--- src/cel_pkg.sv ---
// package with constants and types for the comparator event logic
//
// Operation
// - interrupt and adc trigger conditions use separate logic and separate settings
// - trigger setting: off, level high, level low, falling, rising, any edge
// - interrupt setting: level high, level low, falling, rising, any edge
// - reference select: own pin, shared comparator 0 pin, or internal reference
// - result drives a pin when enabled, normal or inverted
// - software clear drops interrupt, but not while selected level persists
// - interrupt reaches processor only while its enable is set
// - raw and masked interrupt status readable per comparator
// - qualifying trigger edge pulses the adc sequence start; a trigger level holds it high while it lasts
// - software reads present comparator result, one high, zero low
package cel_pkg;
    localparam int unsigned NUM_COMP   = 3;
    localparam int unsigned CEL_TRIG_W = 3;
    localparam int unsigned CEL_INT_W  = 3;
    localparam int unsigned CEL_REF_W  = 2;

    typedef enum logic [2:0] {
        adc_trigger_off          = 3'h0,
        adc_trigger_level_high   = 3'h1,
        adc_trigger_level_low    = 3'h2,
        adc_trigger_falling_edge = 3'h3,
        adc_trigger_rising_edge  = 3'h4,
        adc_trigger_any_edge     = 3'h5
    } cel_trig_t;

    typedef enum logic [2:0] {
        int_level_high   = 3'h1,
        int_level_low    = 3'h2,
        int_falling_edge = 3'h3,
        int_rising_edge  = 3'h4,
        int_any_edge     = 3'h5
    } cel_int_t;

    typedef enum logic [1:0] {
        ref_from_own_pin    = 2'h0,
        ref_from_shared_pin = 2'h1,
        ref_from_internal   = 2'h2
    } cel_ref_t;

    localparam logic [2:0] CEL_INT_RESET = 3'h1;
endpackage

--- src/cel_sync_if.sv ---
// interface carrying the raw and synchronised comparator results
`timescale 1ns/1ps
`default_nettype none
interface cel_sync_if;
    logic [cel_pkg::NUM_COMP-1:0] raw;
    logic [cel_pkg::NUM_COMP-1:0] sync;
    modport src (output raw, input sync);
    modport syn (input raw, output sync);
endinterface
`default_nettype wire

--- src/cel_sync.sv ---
// two flop synchroniser for the comparator results
`timescale 1ns/1ps
`default_nettype none
module cel_sync
    import cel_pkg::*;
(
    input  wire logic  i_clk_sys,
    input  wire logic  i_rst,
    cel_sync_if.syn    s
);
    logic [NUM_COMP-1:0] meta_ff;
    logic [NUM_COMP-1:0] sync_ff;

    always_ff @(posedge i_clk_sys or posedge i_rst) begin
        if (i_rst) begin
            meta_ff <= '0;
            sync_ff <= '0;
        end else begin
            meta_ff <= s.raw;
            sync_ff <= meta_ff;
        end
    end

    assign s.sync = sync_ff;
endmodule
`default_nettype wire

--- src/cel_top.sv ---
// comparator event logic: interrupt, adc trigger, pin output, reference select
`timescale 1ns/1ps
`default_nettype none
module cel_top
    import cel_pkg::*;
(
    input  wire logic                  i_clk_sys,
    input  wire logic                  i_rst,
    input  wire logic [NUM_COMP-1:0]   i_cmp_result,
    input  wire logic [NUM_COMP*3-1:0] i_trig_cfg,
    input  wire logic [NUM_COMP*3-1:0] i_int_cfg,
    input  wire logic [NUM_COMP*2-1:0] i_ref_cfg,
    input  wire logic [NUM_COMP-1:0]   i_out_en,
    input  wire logic [NUM_COMP-1:0]   i_out_invert,
    input  wire logic [NUM_COMP-1:0]   i_int_en,
    input  wire logic [NUM_COMP-1:0]   i_int_clear,
    output logic      [NUM_COMP-1:0]   o_pin_out,
    output logic      [NUM_COMP-1:0]   o_pin_oe,
    output logic      [NUM_COMP*2-1:0] o_ref_sel,
    output logic      [NUM_COMP-1:0]   o_value,
    output logic      [NUM_COMP-1:0]   o_int_raw,
    output logic      [NUM_COMP-1:0]   o_int_masked,
    output logic                       o_irq,
    output logic      [NUM_COMP-1:0]   o_adc_trigger
);
    // ------------------------------------------------------------
    // synchronise and detect edges
    // ------------------------------------------------------------
    cel_sync_if sif ();
    assign sif.raw = i_cmp_result;

    cel_sync u_sync (
        .i_clk_sys (i_clk_sys),
        .i_rst     (i_rst),
        .s         (sif)
    );

    logic [NUM_COMP-1:0] prev_ff;
    wire  [NUM_COMP-1:0] cur  = sif.sync;
    wire  [NUM_COMP-1:0] rise = cur & ~prev_ff;
    wire  [NUM_COMP-1:0] fall = ~cur & prev_ff;

    // ------------------------------------------------------------
    // edge history
    // ------------------------------------------------------------
    // history starts low with the synchroniser: a result already high at release
    // shows one rising edge a few cycles later, which software must expect
    always_ff @(posedge i_clk_sys or posedge i_rst) begin
        if (i_rst) begin
            prev_ff <= '0;
        end else begin
            prev_ff <= cur;
        end
    end

    // ------------------------------------------------------------
    // condition decoders
    // ------------------------------------------------------------
    // trigger and interrupt each get a decoder of their own, fed by their own setting
    function automatic logic trig_hit_of(input logic [CEL_TRIG_W-1:0] sel, input logic lvl,
                                         input logic r, input logic f);
        case (sel)
            adc_trigger_level_high:   trig_hit_of = lvl;
            adc_trigger_level_low:    trig_hit_of = ~lvl;
            adc_trigger_falling_edge: trig_hit_of = f;
            adc_trigger_rising_edge:  trig_hit_of = r;
            adc_trigger_any_edge:     trig_hit_of = r | f;
            default:                  trig_hit_of = 1'b0;
        endcase
    endfunction

    // undefined codes, zero included, raise no interrupt at all
    function automatic logic int_hit_of(input logic [CEL_INT_W-1:0] sel, input logic lvl,
                                        input logic r, input logic f);
        case (sel)
            int_level_high:   int_hit_of = lvl;
            int_level_low:    int_hit_of = ~lvl;
            int_falling_edge: int_hit_of = f;
            int_rising_edge:  int_hit_of = r;
            int_any_edge:     int_hit_of = r | f;
            default:          int_hit_of = 1'b0;
        endcase
    endfunction

    function automatic logic is_level(input logic [CEL_INT_W-1:0] sel);
        is_level = (sel == int_level_high) || (sel == int_level_low);
    endfunction

    // the unused code falls back to the own pin so the reference mux never sees it;
    // for comparator 0 the shared pin and the own pin are the same input
    function automatic logic [CEL_REF_W-1:0] ref_code(input logic [CEL_REF_W-1:0] sel);
        case (sel)
            ref_from_shared_pin: ref_code = ref_from_shared_pin;
            ref_from_internal:   ref_code = ref_from_internal;
            default:             ref_code = ref_from_own_pin;
        endcase
    endfunction

    // ------------------------------------------------------------
    // adc trigger decode
    // ------------------------------------------------------------
    logic [NUM_COMP-1:0] trig_hit;

    for (genvar g = 0; g < NUM_COMP; g++) begin : g_trig
        wire [CEL_TRIG_W-1:0] tsel = i_trig_cfg[g*CEL_TRIG_W +: CEL_TRIG_W];
        assign trig_hit[g] = trig_hit_of(tsel, cur[g], rise[g], fall[g]);
    end

    // ------------------------------------------------------------
    // interrupt decode
    // ------------------------------------------------------------
    logic [NUM_COMP-1:0] int_hit;
    logic [NUM_COMP-1:0] lvl_int;
    logic [NUM_COMP-1:0] int_ff;
    logic [NUM_COMP-1:0] nxt_int;

    for (genvar g = 0; g < NUM_COMP; g++) begin : g_int
        wire [CEL_INT_W-1:0] isel = i_int_cfg[g*CEL_INT_W +: CEL_INT_W];
        assign int_hit[g] = int_hit_of(isel, cur[g], rise[g], fall[g]);
        assign lvl_int[g] = is_level(isel);
    end

    // level: status tracks the condition, so a clear cannot drop it while the level lasts
    // edge: sticky; an edge in the clearing cycle wins, so no event is lost
    assign nxt_int = (lvl_int & int_hit)
                   | (~lvl_int & (int_hit | (int_ff & ~i_int_clear)));

    // ------------------------------------------------------------
    // interrupt status
    // ------------------------------------------------------------
    always_ff @(posedge i_clk_sys or posedge i_rst) begin
        if (i_rst) begin
            int_ff <= '0;
        end else begin
            int_ff <= nxt_int;
        end
    end

    // ------------------------------------------------------------
    // status outputs
    // ------------------------------------------------------------
    // the mask hides the interrupt but keeps the raw status readable for polling
    wire [NUM_COMP-1:0] nxt_int_masked = nxt_int & i_int_en;
    wire                nxt_irq        = |nxt_int_masked;

    always_ff @(posedge i_clk_sys or posedge i_rst) begin
        if (i_rst) begin
            o_int_raw    <= '0;
            o_int_masked <= '0;
        end else begin
            o_int_raw    <= nxt_int;
            o_int_masked <= nxt_int_masked;
        end
    end

    always_ff @(posedge i_clk_sys or posedge i_rst) begin
        if (i_rst) begin
            o_irq <= 1'b0;
        end else begin
            o_irq <= nxt_irq;
        end
    end

    // ------------------------------------------------------------
    // adc trigger output
    // ------------------------------------------------------------
    // level settings hold the start line high for as long as the level lasts
    always_ff @(posedge i_clk_sys or posedge i_rst) begin
        if (i_rst) begin
            o_adc_trigger <= '0;
        end else begin
            o_adc_trigger <= trig_hit;
        end
    end

    // ------------------------------------------------------------
    // pin output
    // ------------------------------------------------------------
    // a disabled pin is held low so the pad never shows a stale result
    wire [NUM_COMP-1:0] nxt_pin_out = (cur ^ i_out_invert) & i_out_en;

    always_ff @(posedge i_clk_sys or posedge i_rst) begin
        if (i_rst) begin
            o_pin_out <= '0;
            o_pin_oe  <= '0;
        end else begin
            o_pin_out <= nxt_pin_out;
            o_pin_oe  <= i_out_en;
        end
    end

    // ------------------------------------------------------------
    // reference select
    // ------------------------------------------------------------
    logic [NUM_COMP*CEL_REF_W-1:0] nxt_ref_sel;

    for (genvar g = 0; g < NUM_COMP; g++) begin : g_ref
        assign nxt_ref_sel[g*CEL_REF_W +: CEL_REF_W] = ref_code(i_ref_cfg[g*CEL_REF_W +: CEL_REF_W]);
    end

    always_ff @(posedge i_clk_sys or posedge i_rst) begin
        if (i_rst) begin
            o_ref_sel <= '0;
        end else begin
            o_ref_sel <= nxt_ref_sel;
        end
    end

    // ------------------------------------------------------------
    // result readback
    // ------------------------------------------------------------
    // readback trails the comparator by the two synchroniser stages and this flop
    always_ff @(posedge i_clk_sys or posedge i_rst) begin
        if (i_rst) begin
            o_value <= '0;
        end else begin
            o_value <= cur;
        end
    end
endmodule
`default_nettype wire

--- config.mk ---
export PLATFORM = sky130hd
export DESIGN_NAME = cel_top
export DESIGN_NICKNAME = d
export VERILOG_FILES = /design/src/cel_pkg.sv /design/src/cel_sync_if.sv /design/src/cel_sync.sv /design/src/cel_top.sv
export SDC_FILE = /design/constraint.sdc
export NUM_CORES = 1
export LEC_CHECK = 0
export BUFFER_PORTS_ARGS = -buffer_cell sky130_fd_sc_hd__buf_2
export CELL_PAD_IN_SITES_DETAIL_PLACEMENT = 1
export CELL_PAD_IN_SITES_GLOBAL_PLACEMENT = 2
export CORE_MARGIN = 2
export CORE_UTILIZATION = 26
export CTS_CLUSTER_DIAMETER = 40
export DETAILED_ROUTE_END_ITERATION = 16
export HOLD_SLACK_MARGIN = 0.12
export PLACE_DENSITY_LB_ADDON = 0.1
export SYNTH_ARGS = -nofsm -noshare
export SYNTH_HDL_FRONTEND = slang
export SYNTH_HIERARCHICAL = 1
export SYNTH_SLANG_ARGS = --single-unit
--- constraint.sdc ---
create_clock -name i_clk_sys -period 1.9 [get_ports i_clk_sys]
set_clock_uncertainty 0.1 [all_clocks]
set_input_delay 0 -clock i_clk_sys [delete_from_list [all_inputs] [get_ports i_clk_sys]]
set_output_delay 0 -clock i_clk_sys [all_outputs]
set_load 0.02 [all_outputs]
# Yosys cells after proc, flatten, opt, wreduce, memory -nomap -nowiden
# Cells that the tools add are included.
[classes]
n_eq_ne = 36
muxes = 9
n_bitwise = 20
n_reduce_logical = 4
[op_table]
columns = ["operator", "count"]
rows = [
  ["3-bit by 2-bit equality test with 1-bit output, second input constant", 12],
  ["3-bit equality test, second input constant", 12],
  ["1-bit one-hot mux with 5 select lines", 6],
  ["3-bit AND", 7],
  ["3-bit by 1-bit equality test with 1-bit output, second input constant", 6],
  ["3-bit inverter", 4],
  ["2-bit one-hot mux with 2 select lines", 3],
  ["2-bit by 1-bit equality test with 1-bit output, second input constant", 3],
  ["2-bit equality test, second input constant", 3],
  ["3-bit bitwise OR", 2],
  ["1-bit logical OR", 3],
  ["1-bit inverter", 3],
  ["1-bit bitwise OR", 3],
  ["3-bit OR reduction", 1],
  ["3-bit XOR", 1],
]
[word_totals]
ff_bits = 31
input_bits = 41
output_inout_bits = 25

# Longest topological paths before layout
[depth]
ltp_word = 9
depth_mapped = 7
depth_no_buf = 7

# Modules after synthesis
# The synthesis kept the hierarchy.
[by_module_without_submodules]
columns = ["module", "instances", "cells_per_inst", "area_per_inst_um2"]
rows = [
  ["cel_top", 1, 108, 1164.9],
  ["cel_sync", 1, 7, 153.9],
]

# Worst setup path before layout
# No wires, ideal clock.
[synth_path]
path_kind = "reg-to-reg"
startpoint = "reg, netlist name o_value[0]"
endpoint = "reg o_irq"
setup_time_ns = 0.126
arrival_ns = 1.469
required_ns = 1.674
slack_ns = 0.205
path_stages_with_launch = 8
n_path_buf = 0
synth_period_minus_slack_ns = 1.695
cell_sequence = "dfrtp_1 -> inv_1 -> ha_1 -> a211oi_2 -> a31oi_1 -> a21oi_2 -> nor3_2 -> a221o_1"
[synth_rtl]
columns = ["element", "line", "rtl"]
rows = [
  ["end signal: assignment", "cel_top.sv:160", "o_irq <= nxt_irq;"],
  ["end: declaration", "cel_top.sv:23", "output logic o_irq,"],
]

# Final worst setup path
[layout_path]
startpoint = "reg u_sync.sync_ff[0] (netlist: u_sync/s.sync[0])"
endpoint = "reg o_irq"
[layout_between]
elab_chain_cells = 9
word_cells_on_any_way = 12
[layout_lines]
columns = ["element", "line", "rtl"]
rows = [
  ["start: declaration", "cel_sync.sv:12", "logic [NUM_COMP-1:0] sync_ff;"],
  ["start signal: assignment", "cel_sync.sv:20", "sync_ff <= meta_ff;"],
  ["3-bit inverter", "cel_top.sv:41", "wire [NUM_COMP-1:0] fall = ~cur & prev_ff;"],
  ["3-bit AND", "cel_top.sv:41", ""],
  ["1-bit bitwise OR", "cel_top.sv:80", "int_any_edge: int_hit_of = r | f;"],
  ["1-bit one-hot mux with 5 select lines *", "cel_top.sv:75", "case (sel)"],
  ["3-bit bitwise OR", "cel_top.sv:126", "| (~lvl_int & (int_hit | (int_ff & ~i_int_clear)));"],
  ["3-bit AND", "cel_top.sv:126", ""],
  ["3-bit bitwise OR *", "cel_top.sv:126", ""],
  ["net nxt_int[0]", "cel_top.sv:115", "logic [NUM_COMP-1:0] nxt_int;"],
  ["3-bit AND *", "cel_top.sv:143", "wire [NUM_COMP-1:0] nxt_int_masked = nxt_int & i_int_en;"],
  ["3-bit OR reduction *", "cel_top.sv:144", "wire nxt_irq = |nxt_int_masked;"],
  ["net nxt_irq", "cel_top.sv:144", ""],
]
# Mark *: on every way through the listed nets, which the timed path passes. The rest lies on a longest branch.

==> metrics <==
routed len/inst 12.9 um; Yosys Warn Count 6; DIE AREA 0.00566 mm^2; run status finished clean; P_leak between 0.001 and 0.0015 uW; drt initial violations 21; Syn-to-layout area delta 74.7%; FF-to-FF path depth 7; xor-xnor portion of the synthesized cell area 0.0199; Final Critical Period roughly 1.8 ns; FFs w/ async S/R, synth 1.00; worst slew pin tran roughly 0.45 ns; CP top delay family compound AO/OA/AOI/OAI gates; number of buffers added on ports between 60 and 70; Sink Count 31; Hold Path Class in -> async; row count 25; CP Capture Type flop; Hold Violations, Final 0; CP bufs+invs 1; peak fanout along the critical path 8; overall fraction of global-route tracks in use 0.153; Rel. slew slack 0.699; fin. max-slew vios 0; Worst R2R Start u_sync/s.sync[0]$_DFF_PP0_; syn nets approximately 160; period utilisation layout 0.931; CTS clock-pin slew for the worst setup and hold paths ~0.070 ns; Die Y-Extent between 70 and 80 um; Worst Path Required between 1.5 and 2 ns; slowest library cell on the worst path dfrtp_1; share of cells above drive strength 1 0.338; ANT cells 0; core box area just under 0.005 mm^2; slowest stage delay, CP approximately 0.49 ns; DIE WIDTH ~75 um; post-route ant nets 0; Synth area leader dfrtp_1; final setup TNS 0 ns; number of global-route vias before repair 1431; Stages on worst setup path 7; Critical Path Start u_sync/s.sync[0]$_DFF_PP0_; Routed WL 3880 um; CP Cell Sequence inv_1 -> ha_1 -> nor2b_1 -> o21ai_1 -> a21oi_2 -> nor3_2 -> a221o_1; initial antenna violation count 0; most common library cells after synthesis 31 x dfrtp_1, 13 x nor2b_1, 12 x inv_1; gr ovfl total 0; Synth Area in Adders 0.0569; sequential area share after synthesis 0.588; htree depth 2; I/O pin total 66; pin count of the biggest net entering global routing 15; syn avg cell area around 11 um^2; most common flop cell mapped by yosys dfrtp_1; Synth area leaders dfrtp_1 59%, nor2b_1 6.2%, ha_1 5.7%; final layout net count 280; post-synthesis mux area share 0; Simple-Gate Fraction of Synth Area 0.156; RSZ-0062 raised after global routing false; largest family of logic cells by synthesized area simple AND/OR/NAND/NOR gates; # fillers 583; synthesis-stage register bit count 31; # setup viols final 0; Pwr Density between 700 and 800 mW/mm^2; post-DP HPWL between 2000 and 3000 um; CTS tree done; crit path kind reg -> reg; EDFF count, synth 0; drt drc 0; gpl congestion between 0.7 and 0.8; clk_lat worst skew around 0.28 ns; Synth Area in Compound Gates 0.145; 1st-pass router iterations 4; clock buffer depth 2; Arr. time, crit path between 1.5 and 2 ns; Layout Utilization 0.478; Initial Util 0.274; CP Launch Type flop; vias post-DR 1294; Mapped Area between 0.001 and 0.0015 mm^2; VDD IR-drop max between 0.3 and 0.4 mV; Yosys cell types 27; post-synth top area share 0.588; cts bufs inserted 5; global-route wire length before repair between 6000 and 7000 um; synthesized instance count between 100 and 150; most frequent cell after synthesis dfrtp_1; clock root cell clkbuf_8; Fmax 565 MHz; max_cap viols 0; vias per inst roughly 4.3
logic make-up after synthesis:
family	count (synthesis)
flip-flops	31
XOR/XNOR	3
buffers and inverters	12
AO/OA/AOI/OAI	28
adder cells (fa/ha/maj)	6
AND/OR/NAND/NOR	35
flip-flops by register name, summed over array words and instances (netlist names):
signal / count
o_ref_sel: 6
o_adc_trigger: 3
o_int_masked: 3
o_int_raw: 3
o_pin_oe: 3
o_pin_out: 3
o_value: 3
u_sync/meta_ff: 3
u_sync/s.sync: 3
o_irq: 1
per-stage QoR:
stage | hold slack (ns) | cells | setup slack, ns | area, um^2 | power (uW)
global route | 0.237 | 301 | 0.0124 | 2300 | 1850
global placement | -0.146 | 248 | 0.163 | 1740 | 1010
CTS | 0.193 | 301 | 0.122 | 2300 | 1780
detailed placement | -0.146 | 248 | 0.133 | 1740 | 1020
finish | 0.175 | 301 | 0.131 | 2300 | 1750
floorplan | -0.309 | 115 | 0.205 | 1320 | 889
cells in the final DEF, fill, tap and decap left out, drive strengths merged:
cell	Yosys	final
a211oi	5	5
a21o	2	2
a21oi	6	6
a221o	1	1
a221oi	2	2
a31o	1	1
a31oi	3	3
and2	5	5
and2b	1	1
buf	0	66
bufinv	0	1
clkbuf	0	6
clkinv	0	1
dfrtp	31	31
dlygate4sd3	0	45
ha	6	6
inv	12	12
nand2	6	6
nand3b	2	2
nor2	4	4
nor2b	13	13
nor3	2	2
nor3b	1	1
nor4b	1	1
o211ai	2	2
o21ai	6	6
xor2	3	3
path summary, 6_finish.rpt:
kind,end,slack [ns]
setup / recovery,o_irq$_DFF_PP0_,0.13
hold / removal,o_int_raw[0]$_DFF_PP0_,0.17
setup reg to reg,o_irq$_DFF_PP0_,0.13
hold reg to reg,u_sync/s.sync[2]$_DFF_PP0_,0.25
max in group asynchronous,u_sync/s.sync[2]$_DFF_PP0_,0.86
min in group i_clk_sys,u_sync/s.sync[2]$_DFF_PP0_,0.25
final cells by class:
cell class              count  area [um^2]  area share
well taps                  67         83.8      0.0364
multi-input cells          72          498       0.216
clock buffers               6         82.6      0.0359
repair buffers            111          783       0.340
flip-flops and latches     31          776       0.337
inverters                  12         45.0      0.0196
clock inverters             2         35.0      0.0152
power by group:
part	total [uW]	leakage (uW)	internal, uW	switching [uW]
Clock	677	0.0000612	424	253
Sequential	731	0.000378	708	22.4
Combinational	346	0.000709	172	175
Total	1750	0.00115	1300	450
worst min-delay path: cells and delay by family:
| kind | cells | cell delay [ns] |
|---|---|---|
| buf+inv | 3 | 1.00 |
layer usage:
layer	global-route usage	wire length, um
met1	0.172	1590
met2	0.277	2050
met3	0.0402	171
met4	0.0585	65
met5	0	0
repair_timing:
item / in CTS / in global routing
setup buffers: 0 / 0
endpoints found under the hold margin: 56 / 0
hold buffers: 45 / 0
gates resized for setup: 0 / 0
Note: power is estimated with default switching activity, not from simulation.
